==> src/asp_pkg.sv <==
// Shared constants for the asynchronous serial data port.
package asp_pkg;

    // ==========================================================
    // Register indices (byte address is four times the index)
    localparam logic [2:0] ASP_IDX_CTRL   = 3'h0;
    localparam logic [2:0] ASP_IDX_ERR_EN = 3'h1;
    localparam logic [2:0] ASP_IDX_STAT   = 3'h2;
    localparam logic [2:0] ASP_IDX_BAUD   = 3'h3;
    localparam logic [2:0] ASP_IDX_NINTH  = 3'h4;
    localparam logic [2:0] ASP_IDX_IRQ_ST = 3'h5;
    localparam logic [2:0] ASP_IDX_DATA   = 3'h7;
    localparam int         ASP_ADR_W      = 5;

    // ==========================================================
    // Control register fields
    localparam int ASP_CTRL_NINE   = 0;
    localparam int ASP_CTRL_TWOSTP = 1;
    localparam int ASP_CTRL_PAR_EN = 2;
    localparam int ASP_CTRL_PAR_OD = 3;
    localparam int ASP_CTRL_TX_EN  = 4;
    localparam int ASP_CTRL_RX_EN  = 5;
    localparam int ASP_CTRL_W      = 6;
    localparam logic [5:0] ASP_CTRL_RST = 6'h30;

    // ==========================================================
    // Event bits of status, enable and sticky
    localparam int ASP_EV_PARITY  = 0;
    localparam int ASP_EV_FRAMING = 1;
    localparam int ASP_EV_NOISE   = 2;
    localparam int ASP_EV_OVERRUN = 3;
    localparam int ASP_EV_RX_FULL = 4;
    localparam int ASP_EV_TX_EMPT = 5;
    localparam int ASP_EV_TX_DONE = 6;
    localparam int ASP_EV_W       = 7;
    localparam logic [6:0] ASP_EV_RST   = 7'h60;
    localparam logic [6:0] ASP_EN_RST   = 7'h00;
    localparam logic [7:0] ASP_DATA_RST = 8'h00;

    // Ninth bit register fields
    localparam int ASP_NINTH_TX = 6;
    localparam int ASP_NINTH_RX = 7;

    // ==========================================================
    // Timing: 16 samples per bit, vote of 7 to 9
    localparam int          ASP_DIV_W    = 16;
    localparam int          ASP_CLK_HZ   = 125000000;
    localparam int          ASP_BAUD_DEF = 115200;
    localparam int          ASP_OVERSMP  = 16;
    localparam logic [15:0] ASP_BAUD_RST = 16'((ASP_CLK_HZ + ASP_OVERSMP * ASP_BAUD_DEF / 2)
                                               / (ASP_OVERSMP * ASP_BAUD_DEF));
    localparam logic [3:0]  ASP_SMP_A    = 4'h7;
    localparam logic [3:0]  ASP_SMP_C    = 4'h9;
    localparam logic [3:0]  ASP_BIT_END  = 4'hF;

    // Phase of a serial frame, one-hot
    typedef enum logic [3:0] {
        ASP_PH_IDLE  = 4'b0001,
        ASP_PH_START = 4'b0010,
        ASP_PH_DATA  = 4'b0100,
        ASP_PH_STOP  = 4'b1000
    } asp_ph_t;

endpackage : asp_pkg

==> src/asp_baud_gen.sv <==
// Common baud generator: one sample tick at sixteen times the bit rate.
`timescale 1ns/1ns
module asp_baud_gen #(
    parameter int DIV_W = asp_pkg::ASP_DIV_W
) (
    input  wire logic             clk_i,
    input  wire logic             rst_i,
    input  wire logic [DIV_W-1:0] divisor_i,
    output logic                  tick_o
);
    import asp_pkg::*;

    logic [DIV_W-1:0] cnt_ff;

    // ==========================================================
    // Elaboration check
    if (DIV_W < 2) begin : g_chk
        $error("asp_baud_gen: DIV_W must be at least 2");
    end

    // ==========================================================
    // Divider; a divisor of zero or one still ticks every cycle
    always_ff @(posedge clk_i) begin
        if (rst_i) begin
            cnt_ff <= '0;
            tick_o <= 1'b0;
        end else if (cnt_ff + DIV_W'(1) >= divisor_i) begin
            cnt_ff <= '0;
            tick_o <= 1'b1;
        end else begin
            cnt_ff <= cnt_ff + DIV_W'(1);
            tick_o <= 1'b0;
        end
    end

endmodule : asp_baud_gen

==> src/asp_serial_port.sv <==
// Asynchronous serial port with shared data register and error interrupts.
//
// Contract
// - Overrun interrupt enable set: overrun flag requests an interrupt.
// - Noise interrupt enable, bit 2, gates the noise flag onto interrupt.
// - Framing interrupt enable, bit 1, gates the framing error flag.
// - Parity interrupt enable, bit 0, gates the parity error flag.
// - Data address: reads give receive buffer, writes load transmit buffer.
// - Data reads and writes complete the automatic flag clearing steps.
// - Data register is eight bits, bit n to bit n, reset zero.
// - Link is full duplex, asynchronous, NRZ, no shared clock.
// - Transmitter and receiver run independently from one baud generator.
// - Character arriving while receive buffer full sets overrun, is discarded.
// - Free shifter takes waiting transmit value on baud tick, sets empty flag.
// - Frame: low start, 8 or 9 data bits LSB first, 1 or 2 stops.
`timescale 1ns/1ns
module asp_serial_port #(
    parameter int DIV_W = asp_pkg::ASP_DIV_W
) (
    input  wire logic                           clk_i,
    input  wire logic                           rst_i,
    input  wire logic                           wb_cyc_i,
    input  wire logic                           wb_stb_i,
    input  wire logic                           wb_we_i,
    input  wire logic [asp_pkg::ASP_ADR_W-1:0]  wb_adr_i,
    input  wire logic [3:0]                     wb_sel_i,
    input  wire logic [31:0]                    wb_dat_i,
    output logic      [31:0]                    wb_dat_o,
    output logic                                wb_ack_o,
    input  wire logic                           rxd_i,
    output logic                                txd_o,
    output logic                                irq_o
);
    import asp_pkg::*;

    if (DIV_W < 4 || DIV_W > 16) begin : g_chk
        $error("asp_serial_port: DIV_W must lie in 4..16");
    end

    logic [ASP_CTRL_W-1:0] ctrl_ff;
    logic [ASP_EV_W-1:0]   err_en_ff;
    logic [ASP_EV_W-1:0]   flags_ff;
    logic [ASP_EV_W-1:0]   sticky_ff;
    logic [ASP_EV_W-1:0]   armed_ff;
    logic [DIV_W-1:0]      baud_ff;
    logic [7:0]            rx_buf_ff;
    logic                  rx_ninth_ff;
    logic [7:0]            tx_buf_ff;
    logic                  tx_ninth_ff;
    logic                  tick;

    // ==========================================================
    // Bus decode; one-cycle answer
    logic       req;
    logic       wr_go;
    logic       rd_go;
    logic [2:0] idx;
    logic       data_rd;
    logic       data_wr;
    logic       stat_rd;

    assign req     = wb_cyc_i & wb_stb_i & ~wb_ack_o;
    assign wr_go   = req & wb_we_i & wb_sel_i[0];
    assign rd_go   = req & ~wb_we_i;
    assign idx     = wb_adr_i[4:2];
    assign data_rd = rd_go & (idx == ASP_IDX_DATA);
    assign data_wr = wr_go & (idx == ASP_IDX_DATA);
    assign stat_rd = rd_go & (idx == ASP_IDX_STAT);

    // Ack pulse, one cycle
    always_ff @(posedge clk_i) begin
        if (rst_i) begin
            wb_ack_o <= 1'b0;
        end else begin
            wb_ack_o <= req;
        end
    end

    // Read mux; unmapped reads zero
    always_ff @(posedge clk_i) begin
        if (rst_i) begin
            wb_dat_o <= 32'h0000_0000;
        end else if (rd_go) begin
            case (idx)
                ASP_IDX_CTRL:   wb_dat_o <= 32'(ctrl_ff);
                ASP_IDX_ERR_EN: wb_dat_o <= 32'(err_en_ff);
                ASP_IDX_STAT:   wb_dat_o <= 32'(flags_ff);
                ASP_IDX_BAUD:   wb_dat_o <= 32'(baud_ff);
                ASP_IDX_NINTH:  wb_dat_o <= 32'({rx_ninth_ff, tx_ninth_ff, 6'h00});
                ASP_IDX_IRQ_ST: wb_dat_o <= 32'(sticky_ff);
                ASP_IDX_DATA:   wb_dat_o <= 32'(rx_buf_ff);
                default:        wb_dat_o <= 32'h0000_0000;
            endcase
        end
    end

    // Writable configuration
    always_ff @(posedge clk_i) begin
        if (rst_i) begin
            ctrl_ff     <= ASP_CTRL_RST;
            err_en_ff   <= ASP_EN_RST;
            baud_ff     <= DIV_W'(ASP_BAUD_RST);
            tx_ninth_ff <= 1'b0;
        end else if (wr_go) begin
            case (idx)
                ASP_IDX_CTRL:   ctrl_ff     <= wb_dat_i[ASP_CTRL_W-1:0];
                ASP_IDX_ERR_EN: err_en_ff   <= wb_dat_i[ASP_EV_W-1:0];
                ASP_IDX_BAUD:   baud_ff     <= wb_dat_i[DIV_W-1:0];
                ASP_IDX_NINTH:  tx_ninth_ff <= wb_dat_i[ASP_NINTH_TX];
                default:        ;
            endcase
        end
    end

    // Write-only transmit buffer
    always_ff @(posedge clk_i) begin
        if (rst_i) begin
            tx_buf_ff <= ASP_DATA_RST;
        end else if (data_wr) begin
            tx_buf_ff <= wb_dat_i[7:0];
        end
    end

    // ==========================================================
    // Shared baud generator
    asp_baud_gen #(
        .DIV_W     (DIV_W)
    ) u_baud (
        .clk_i     (clk_i),
        .rst_i     (rst_i),
        .divisor_i (baud_ff),
        .tick_o    (tick)
    );

    // ==========================================================
    // Transmitter
    asp_ph_t     tx_ph_ff;
    logic [3:0]  tx_smp_ff;
    logic [3:0]  tx_bit_ff;
    logic [8:0]  tx_sh_ff;
    logic        tx_load;
    logic        tx_bit_end;
    logic [3:0]  nbits;
    logic [8:0]  tx_word;

    assign nbits      = ctrl_ff[ASP_CTRL_NINE] ? 4'h9 : 4'h8;
    assign tx_bit_end = tick & (tx_smp_ff == ASP_BIT_END);
    // Free shifter takes waiting char on a tick
    assign tx_load    = tick & (tx_ph_ff == ASP_PH_IDLE) & ~flags_ff[ASP_EV_TX_EMPT]
                        & ctrl_ff[ASP_CTRL_TX_EN];

    // Parity replaces the last data bit
    always_comb begin
        tx_word = {tx_ninth_ff, tx_buf_ff};
        if (ctrl_ff[ASP_CTRL_PAR_EN]) begin
            if (ctrl_ff[ASP_CTRL_NINE]) begin
                tx_word[8] = ^tx_buf_ff ^ ctrl_ff[ASP_CTRL_PAR_OD];
            end else begin
                tx_word[7] = ^tx_buf_ff[6:0] ^ ctrl_ff[ASP_CTRL_PAR_OD];
            end
        end
    end

    // Transmit sequencer; line idles high
    always_ff @(posedge clk_i) begin
        if (rst_i) begin
            tx_ph_ff  <= ASP_PH_IDLE;
            tx_smp_ff <= 4'h0;
            tx_bit_ff <= 4'h0;
            tx_sh_ff  <= 9'h000;
            txd_o     <= 1'b1;
        end else begin
            if (tick) begin
                tx_smp_ff <= tx_smp_ff + 4'h1;
            end
            case (tx_ph_ff)
                ASP_PH_IDLE: begin
                    txd_o <= 1'b1;
                    if (tx_load) begin
                        tx_sh_ff  <= tx_word;
                        tx_smp_ff <= 4'h0;
                        tx_ph_ff  <= ASP_PH_START;
                        txd_o     <= 1'b0;
                    end
                end
                ASP_PH_START: begin
                    if (tx_bit_end) begin
                        tx_ph_ff  <= ASP_PH_DATA;
                        tx_bit_ff <= 4'h1;
                        txd_o     <= tx_sh_ff[0];
                        tx_sh_ff  <= {1'b0, tx_sh_ff[8:1]};
                    end
                end
                ASP_PH_DATA: begin
                    if (tx_bit_end) begin
                        if (tx_bit_ff == nbits) begin
                            tx_ph_ff  <= ASP_PH_STOP;
                            tx_bit_ff <= 4'h1;
                            txd_o     <= 1'b1;
                        end else begin
                            tx_bit_ff <= tx_bit_ff + 4'h1;
                            txd_o     <= tx_sh_ff[0];
                            tx_sh_ff  <= {1'b0, tx_sh_ff[8:1]};
                        end
                    end
                end
                ASP_PH_STOP: begin
                    if (tx_bit_end) begin
                        if (ctrl_ff[ASP_CTRL_TWOSTP] && tx_bit_ff == 4'h1) begin
                            tx_bit_ff <= 4'h2;
                        end else begin
                            tx_ph_ff <= ASP_PH_IDLE;
                        end
                    end
                end
                default: tx_ph_ff <= ASP_PH_IDLE;
            endcase
        end
    end

    // ==========================================================
    // Receiver; the pin crosses in through two flip-flops
    logic        rxd_m_ff;
    logic        rxd_s_ff;
    asp_ph_t     rx_ph_ff;
    logic [3:0]  rx_smp_ff;
    logic [3:0]  rx_bit_ff;
    logic [8:0]  rx_sh_ff;
    logic [2:0]  votes_ff;
    logic        noisy_ff;
    logic        vote;
    logic        vote_noisy;
    logic        rx_bit_end;
    logic        rx_done;
    logic        rx_stop_bad;
    logic        rx_par_bad;

    always_ff @(posedge clk_i) begin
        if (rst_i) begin
            rxd_m_ff <= 1'b1;
            rxd_s_ff <= 1'b1;
        end else begin
            rxd_m_ff <= rxd_i;
            rxd_s_ff <= rxd_m_ff;
        end
    end

    assign vote        = (votes_ff[0] & votes_ff[1]) | (votes_ff[0] & votes_ff[2])
                         | (votes_ff[1] & votes_ff[2]);
    assign vote_noisy  = ~(&votes_ff) & (|votes_ff);
    assign rx_bit_end  = tick & (rx_smp_ff == ASP_BIT_END);
    // Stop judged early, at sample 10, so no start edge is missed
    assign rx_done     = tick & (rx_ph_ff == ASP_PH_STOP) & (rx_smp_ff == ASP_SMP_C + 4'h1);
    assign rx_stop_bad = ~vote;
    assign rx_par_bad  = ctrl_ff[ASP_CTRL_PAR_EN] & (ctrl_ff[ASP_CTRL_PAR_OD] ^
                         (ctrl_ff[ASP_CTRL_NINE] ? ^rx_sh_ff : ^rx_sh_ff[8:1]));

    // Receive sequencer, 3-sample vote
    always_ff @(posedge clk_i) begin
        if (rst_i) begin
            rx_ph_ff  <= ASP_PH_IDLE;
            rx_smp_ff <= 4'h0;
            rx_bit_ff <= 4'h0;
            rx_sh_ff  <= 9'h000;
            votes_ff  <= 3'h7;
            noisy_ff  <= 1'b0;
        end else if (tick) begin
            rx_smp_ff <= rx_smp_ff + 4'h1;
            if (rx_smp_ff >= ASP_SMP_A && rx_smp_ff <= ASP_SMP_C) begin
                votes_ff <= {votes_ff[1:0], rxd_s_ff};
            end
            case (rx_ph_ff)
                ASP_PH_IDLE: begin
                    if (!rxd_s_ff && ctrl_ff[ASP_CTRL_RX_EN]) begin
                        rx_ph_ff  <= ASP_PH_START;
                        rx_smp_ff <= 4'h1;
                        noisy_ff  <= 1'b0;
                    end
                end
                ASP_PH_START: begin
                    if (rx_bit_end) begin
                        // A start that votes high was a glitch
                        rx_ph_ff  <= vote ? ASP_PH_IDLE : ASP_PH_DATA;
                        rx_bit_ff <= 4'h1;
                        noisy_ff  <= vote_noisy;
                    end
                end
                ASP_PH_DATA: begin
                    if (rx_bit_end) begin
                        rx_sh_ff  <= {vote, rx_sh_ff[8:1]};
                        noisy_ff  <= noisy_ff | vote_noisy;
                        rx_bit_ff <= rx_bit_ff + 4'h1;
                        if (rx_bit_ff == nbits) begin
                            rx_ph_ff <= ASP_PH_STOP;
                        end
                    end
                end
                ASP_PH_STOP: begin
                    if (rx_done) begin
                        rx_ph_ff <= ASP_PH_IDLE;
                    end
                end
                default: rx_ph_ff <= ASP_PH_IDLE;
            endcase
        end
    end

    // Receive buffer; a full buffer keeps its character
    always_ff @(posedge clk_i) begin
        if (rst_i) begin
            rx_buf_ff   <= ASP_DATA_RST;
            rx_ninth_ff <= 1'b0;
        end else if (rx_done && !flags_ff[ASP_EV_RX_FULL]) begin
            rx_buf_ff   <= ctrl_ff[ASP_CTRL_NINE] ? rx_sh_ff[7:0] : rx_sh_ff[8:1];
            rx_ninth_ff <= ctrl_ff[ASP_CTRL_NINE] & rx_sh_ff[8];
        end
    end

    // ==========================================================
    // Flags: status read arms, data access clears.
    // Set wins over clear.
    logic [ASP_EV_W-1:0] flag_set;
    logic [ASP_EV_W-1:0] flag_clr;
    logic                rx_ok;

    assign rx_ok = rx_done & ~flags_ff[ASP_EV_RX_FULL];

    always_comb begin
        flag_set                 = '0;
        flag_set[ASP_EV_RX_FULL] = rx_ok;
        flag_set[ASP_EV_OVERRUN] = rx_done & flags_ff[ASP_EV_RX_FULL];
        flag_set[ASP_EV_NOISE]   = rx_ok & (noisy_ff | vote_noisy);
        flag_set[ASP_EV_FRAMING] = rx_ok & rx_stop_bad;
        flag_set[ASP_EV_PARITY]  = rx_ok & rx_par_bad;
        flag_set[ASP_EV_TX_EMPT] = tx_load;
        flag_set[ASP_EV_TX_DONE] = tx_bit_end & (tx_ph_ff == ASP_PH_STOP) & flags_ff[ASP_EV_TX_EMPT];
        flag_clr = '0;
        if (data_rd) begin
            flag_clr[ASP_EV_OVERRUN:ASP_EV_PARITY] = armed_ff[ASP_EV_OVERRUN:ASP_EV_PARITY];
            flag_clr[ASP_EV_RX_FULL]               = armed_ff[ASP_EV_RX_FULL];
        end
        if (data_wr) begin
            flag_clr[ASP_EV_TX_EMPT] = armed_ff[ASP_EV_TX_EMPT];
            flag_clr[ASP_EV_TX_DONE] = armed_ff[ASP_EV_TX_EMPT];
        end
    end

    always_ff @(posedge clk_i) begin
        if (rst_i) begin
            flags_ff <= ASP_EV_RST;
        end else begin
            flags_ff <= (flags_ff & ~flag_clr) | flag_set;
        end
    end

    // Flags seen by software
    always_ff @(posedge clk_i) begin
        if (rst_i) begin
            armed_ff <= '0;
        end else if (stat_rd) begin
            armed_ff <= flags_ff;
        end else begin
            armed_ff <= armed_ff & ~flag_clr;
        end
    end

    // ==========================================================
    // Sticky copy refreshed while a flag stays high,
    // so a W1C only works once the flag is gone
    always_ff @(posedge clk_i) begin
        if (rst_i) begin
            sticky_ff <= '0;
        end else if (wr_go && idx == ASP_IDX_IRQ_ST) begin
            sticky_ff <= (sticky_ff & ~wb_dat_i[ASP_EV_W-1:0]) | flags_ff;
        end else begin
            sticky_ff <= sticky_ff | flags_ff;
        end
    end

    always_ff @(posedge clk_i) begin
        if (rst_i) begin
            irq_o <= 1'b0;
        end else begin
            irq_o <= |(sticky_ff & err_en_ff);
        end
    end

endmodule : asp_serial_port

==> config.mk <==
export PLATFORM = sky130hd
export DESIGN_NAME = asp_serial_port
export DESIGN_NICKNAME = d
export VERILOG_FILES = /design/src/asp_pkg.sv /design/src/asp_baud_gen.sv /design/src/asp_serial_port.sv
export SDC_FILE = /design/constraint.sdc
export NUM_CORES = 1
export LEC_CHECK = 0
export BUFFER_PORTS_ARGS = -buffer_cell sky130_fd_sc_hd__buf_4
export CELL_PAD_IN_SITES_DETAIL_PLACEMENT = 1
export CELL_PAD_IN_SITES_GLOBAL_PLACEMENT = 2
export CORE_MARGIN = 2
export CORE_UTILIZATION = 38
export CTS_CLUSTER_SIZE = 16
export DETAILED_ROUTE_END_ITERATION = 12
export PLACE_DENSITY_LB_ADDON = 0.1
export SLEW_MARGIN = 15
export SYNTH_ARGS = -nofsm -noshare
export SYNTH_HDL_FRONTEND = slang
export SYNTH_SLANG_ARGS = --single-unit
==> constraint.sdc <==
create_clock -name clk_i -period 7.94 [get_ports clk_i]
set_input_delay 0.397 -clock clk_i [delete_from_list [all_inputs] [get_ports clk_i]]
set_output_delay 0.397 -clock clk_i [all_outputs]
set_load 0.03 [all_outputs]
Yosys cells after proc, flatten, opt, wreduce, memory -nomap -nowiden
Cells that the tools add are included.

cells by class
  bitwise logic cells = 49
  multiplexer cells = 54
  divide/modulo/power cells = 0
  $lt $le $gt $ge = 3
  shift-type cells = 0
  eq/ne operators = 33
  $mul = 0
  reduce and logical (&&, ||, !) cells = 33
  add/subtract/negate cells = 5

operator list
  kind                                                                    count
  16-bit case mux with 7 select lines                                     1
  4-bit two-way mux                                                       23
  9-bit two-way mux                                                       4
  4-bit case mux with 4 select lines                                      2
  1-bit AND                                                               28
  7-bit AND                                                               4
  9-bit case mux with 3 select lines                                      1
  2-bit inequality test (second input constant)                           13
  7-bit OR                                                                3
  4-bit equality test (second input constant)                             5
  16-bit by 1-bit adder with 16-bit output (second input constant)        1
  4-bit by 1-bit adder with 4-bit output (second input constant)          4
  16-bit greater-or-equal comparator                                      1
  8-bit parity                                                            2
  5-bit AND reduction                                                     3
  7-bit two-way mux                                                       2
  7-bit inverter                                                          2
  4-bit by 1-bit equality test with 1-bit output (second input constant)  3
  1-bit two-way mux                                                       12
  4-bit case mux with 3 select lines                                      1
  6-bit AND reduction                                                     2
  2-bit AND reduction                                                     5
  3-bit equality test (second input constant)                             3
  3-bit AND reduction                                                     3
  other kinds (27)                                                        49

storage, ports and cells
  bits of input ports = 47
  bits in registers = 168
  memories = 0
  memory bits (writable) = 0
  output and inout port bits = 35
  word-level logic and storage cells = 205
  latch bits = 0
  memory bits (read-only) = 0

Logic depth before layout (Yosys ltp)
  depth in word-level cells = 9
  gate-level depth with buffers = 13
  depth with buffers taken out = 12

By module
Synthesis repeated with hierarchy kept, for this count alone.

second synthesis, totals
  cells, all modules = 871
  area total of the unflattened synthesis = 7507.2 um^2

by module, submodules not included
  module           area each (um^2)  cells an instance  seq. area each (um^2)  instances
  asp_serial_port  6289.8            735                2682.6                 1
  asp_baud_gen     1217.4            136                340.3                  1

Worst setup path after synthesis
Ideal clock, no wire load.

  path type = reg2reg
  start point = register u_baud.cnt_ff[2]
  end point = register u_baud.cnt_ff[10]
  clock period less this slack = 2669 ps
  arrival time = 2541 ps
  setup slack = 5271 ps
  library setup time = 128 ps
  stages on the path, launching flop included = 13
  path through = dfxtp_1 > and3_1 > and3_1 > and3_1 > xor2_1 > ha_1 > a21o_1 > a21o_1 > a21oi_1 > a21o_1 > o21ai_0 > clkbuf_1 > nor2b_1

between the ends
  longest elaborated chain between the ends = 3

RTL lines
  item                                        RTL line                                RTL
  from (decl)                                 asp_baud_gen.sv:13                      logic [DIV_W-1:0] cnt_ff;
  from (signal assigned)                      asp_baud_gen.sv:31                      cnt_ff <= cnt_ff + DIV_W'(1);
  16-bit by 1-bit adder with 16-bit output *  asp_baud_gen.sv:27, asp_baud_gen.sv:31
  16-bit greater-or-equal comparator          asp_baud_gen.sv:27                      end else if (cnt_ff + DIV_W'(1) >= divisor_i) begin
  2-bit OR reduction (no line)                -

Every way passes the cells marked *; elsewhere a longest branch is shown, timed or not.
A chain may end at the register's enable or synchronous reset.

Worst setup path in the final report
  start point = register u_baud.cnt_ff[2]
  end point = register u_baud.cnt_ff[11]

The elaborated chain is that of the path after synthesis.

==> impl_metrics.env <==
export IMPL_slowest_delay_ns=0.38
export IMPL_critPathSlowestCell="dfxtp_1"
export IMPL_required_ns=8.29
export IMPL_setup_violations=0
export IMPL_cts_hold_buf=0
export IMPL_critPathBufInv=1
export IMPL_min_path_type="in2reg"
export IMPL_cts_num_sinks=151
export IMPL_drt_vias_per_instance=5.312
export IMPL_status="completed"
export IMPL_async_reset_ff_share_pct=0
export IMPL_cp_common_cell="and3_1"
export IMPL_cts_made_buffers=17
export IMPL_cts_tree="built"
export IMPL_fillers=2204
export IMPL_finalHoldViolCount=0
export IMPL_synth_edff_count=0
export IMPL_clockBufferDepth=2
export IMPL_fp_coreArea_sq_um=18770
export IMPL_layout_min_cycle_time_ns=2.913
export IMPL_max_slew_margin_pct=27.38
export IMPL_synth_avg_cell_area_sq_um=8.586
export IMPL_drt_first_pass_iters=5
export IMPL_leakage_nw=3.023
export IMPL_power_density_nw_per_um2=195.1
export IMPL_cp_max_fo=15
export IMPL_setup_tns_ns=0
export IMPL_slew_viol_final=0
export IMPL_cp_cell_sequence="and3_1 -> and3_1 -> and3_1 -> and3_1 -> xor2_1 -> ha_1 -> a21o_1 -> a21oi_1 -> nor2b_1 -> nor3_1 -> o21ai_0 -> buf_4 -> nor2b_1"
export IMPL_grtUsageTotal_pct=20.01
export IMPL_yosysTopAreaCellShare_pct=41.57
export IMPL_insertion_delay_ns=0.42
export IMPL_rows=50
export IMPL_fmax_mhz=343.3
export IMPL_overflow=0
export IMPL_synth_area_top_cells="dfxtp_1 (42%), mux2i_1 (6.9%), nor2_1 (5.5%)"
export IMPL_synth_top_area_cell="dfxtp_1"
export IMPL_drt_first_iter_violations=300
export IMPL_drive_gt1_share_pct=11.55
export IMPL_die_x_microns=142.3
export IMPL_ys_seq_area_share_pct=41.57
export IMPL_cp_arrival_ns=3.27
export IMPL_grt_pass1_wl_microns=31660
export IMPL_synth_cell_types=65
export IMPL_clockRootBuffer="clkbuf_16"
export IMPL_diodes=0
export IMPL_fp_dieH_microns=142.3
export IMPL_yosysWarnings=0
export IMPL_syn_area_sq_um=7272
export IMPL_crit_family="simple AND/OR/NAND/NOR gates"
export IMPL_ant_nets=0
export IMPL_htreeDepth=4
export IMPL_critPathCaptureType="flip-flop"
export IMPL_fin_skew_ns=0.007086
export IMPL_drt_wirelength_per_cell_microns=17.46
export IMPL_rsz0062_at_grt="false"
export IMPL_globalplace_congestion=0.7768
export IMPL_start_util_pct=38.75
export IMPL_dp_hpwl_microns=14470
export IMPL_grt_pass1_vias=6070
export IMPL_antenna_found_initial=0
export IMPL_syn_inst=847
export IMPL_io_pins=82
export IMPL_fp_dieArea_sq_um=20260
export IMPL_dp_slack_ns=4.983
export IMPL_cp_start_kind="flip-flop"
export IMPL_drt_wl_total_microns=19500
export IMPL_path_class="reg2reg"
export IMPL_cts_setup_buffers=0
export IMPL_worst_slew_pin_slew_ns=1.080
export IMPL_port_buffers=44
export IMPL_nets=942
export IMPL_min_period_over_period_pct=36.68
export IMPL_drc=0
export IMPL_cts_resized_gates=0
export IMPL_areaGrowthSynthToFinish_pct=13.44
export IMPL_synth_seq_cells=151
export IMPL_yosys_most_used_dff="dfxtp_1"
export IMPL_cap_violations=0
export IMPL_max_vdd_ir_drop_uv=146.9
export IMPL_grt_max_degree=79
export IMPL_via_count=5934
export IMPL_fin_ws_ns=5.027
export IMPL_clk_pin_slew_ns=0.06
per-layer routing:
layer  track usage [%]  wire, microns
met5                 0              0
met4             6.201            261
met3             4.913            780
met2             33.03           9421
met1             25.92           9038
cell usage after synthesis, types with 14 or more instances:
| library cell | instances |
|---|---|
| a21oi_1 | 57 |
| buf_4 | 17 |
| clkbuf_1 | 28 |
| dfxtp_1 | 151 |
| ha_1 | 25 |
| inv_1 | 26 |
| mux2i_1 | 50 |
| nand2_1 | 102 |
| nand3_1 | 25 |
| nor2_1 | 106 |
| nor2b_1 | 21 |
| nor3_1 | 15 |
| o21ai_0 | 26 |
| xnor2_1 | 25 |
| xor2_1 | 14 |
registers in the layout, indices dropped and copies added (netlist names), 3 cells and up:
register and cells:
sticky_ff 7, tx_buf_ff 8, tx_sh_ff 9, tx_bit_ff 4, u_baud.cnt_ff 16, rx_bit_ff 4, err_en_ff 7, tx_smp_ff 4
votes_ff 3, ctrl_ff 6, rx_ph_ff 4, armed_ff 6, baud_ff 16, tx_ph_ff 4, flags_ff 7, wb_dat_o 16
rx_buf_ff 8, rx_sh_ff 9, rx_smp_ff 4
report_power, final:
part           total [mW]  internal (mW)  switching, mW  leakage [nW]
Combinational      0.0777         0.0231         0.0547          1.54
Clock               0.765          0.445          0.320         0.260
Sequential          0.767          0.763        0.00388          1.22
Total                1.61           1.23          0.379          3.02
cell families after synthesis:
kind of cell / after synthesis / synth area share, %
simple gates: 337 / 22.16
compound gates: 152 / 13.47
flops: 151 / 41.57
buf+inv: 85 / 5.488
mux: 56 / 8.121
xor+xnor: 39 / 4.697
fa+ha+maj: 26 / 4.439
other cells: 1 / 0.05157
final timing paths:
kind / endpoint / start / cells after the start / slack [ns]
setup / recovery: u_baud.cnt_ff[11] / u_baud.cnt_ff[2] / 13 / 5.03
hold / removal: rxd_m_ff / rxd_i / 2 / 0.15
setup reg to reg: u_baud.cnt_ff[11] / u_baud.cnt_ff[2] / 13 / 5.03
hold reg to reg: rxd_s_ff / rxd_m_ff / 1 / 0.41
final cells by class:
class                      count  area [sq um]  area share, %
timing repair buffer          48         360.3          4.368
tap                          234         292.8          3.549
sequential                   151          3023          36.64
inverter                      26         97.59          1.183
multi-input combinational    626          3915          47.46
clock inverter                12         103.9          1.259
clock buffer                  20         456.7          5.536
stage by stage:
stage | std cells | utilization [%] | power [mW] | hold WS [ns] | area (sq um)
after detailed placement | 1085 | 40.92 | 0.8613 | 0.3996 | 7680
after global routing | 1117 | 43.95 | 1.671 | 0.1466 | 8249
after global placement | 1085 | 40.92 | 0.8600 | 0.4043 | 7680
after CTS | 1117 | 43.91 | 1.631 | 0.1393 | 8240
after floorplan | 862 | - | 0.8380 | 0.3895 | 7328
final | 1117 | 43.95 | 1.610 | 0.1543 | 8249
placed cells by master (no fill, tap or decap), types with 3 or more instances in the layout:
cell type,netlist,final
nand3b_1,4,4
o31ai_1,4,4
a21o_1,5,5
clkbuf_16,0,17
a211oi_1,13,13
nand2b_1,8,8
inv_1,26,26
conb_1,1,16
clkinvlp_4,0,6
nand2_1,102,102
o211ai_1,3,3
nor2b_1,21,21
xor2_1,14,14
nor2_1,106,105
nand3_1,25,25
dfxtp_1,151,151
xnor2_1,25,25
nor3_1,15,15
mux2_2,4,4
and3_1,12,12
a22oi_1,11,11
o21ai_0,26,26
or3_1,4,4
a31oi_1,5,5
nand4_1,9,9
a21oi_1,57,57
or4_1,3,3
ha_1,25,25
clkinv_2,0,4
nor4b_1,3,3
a311oi_1,9,9
and2_1,4,4
or2_2,3,3
nor2_2,3,4
mux2i_1,50,50
a221oi_1,5,5
buf_4,17,48
Power figures use the tool's default switching activity.
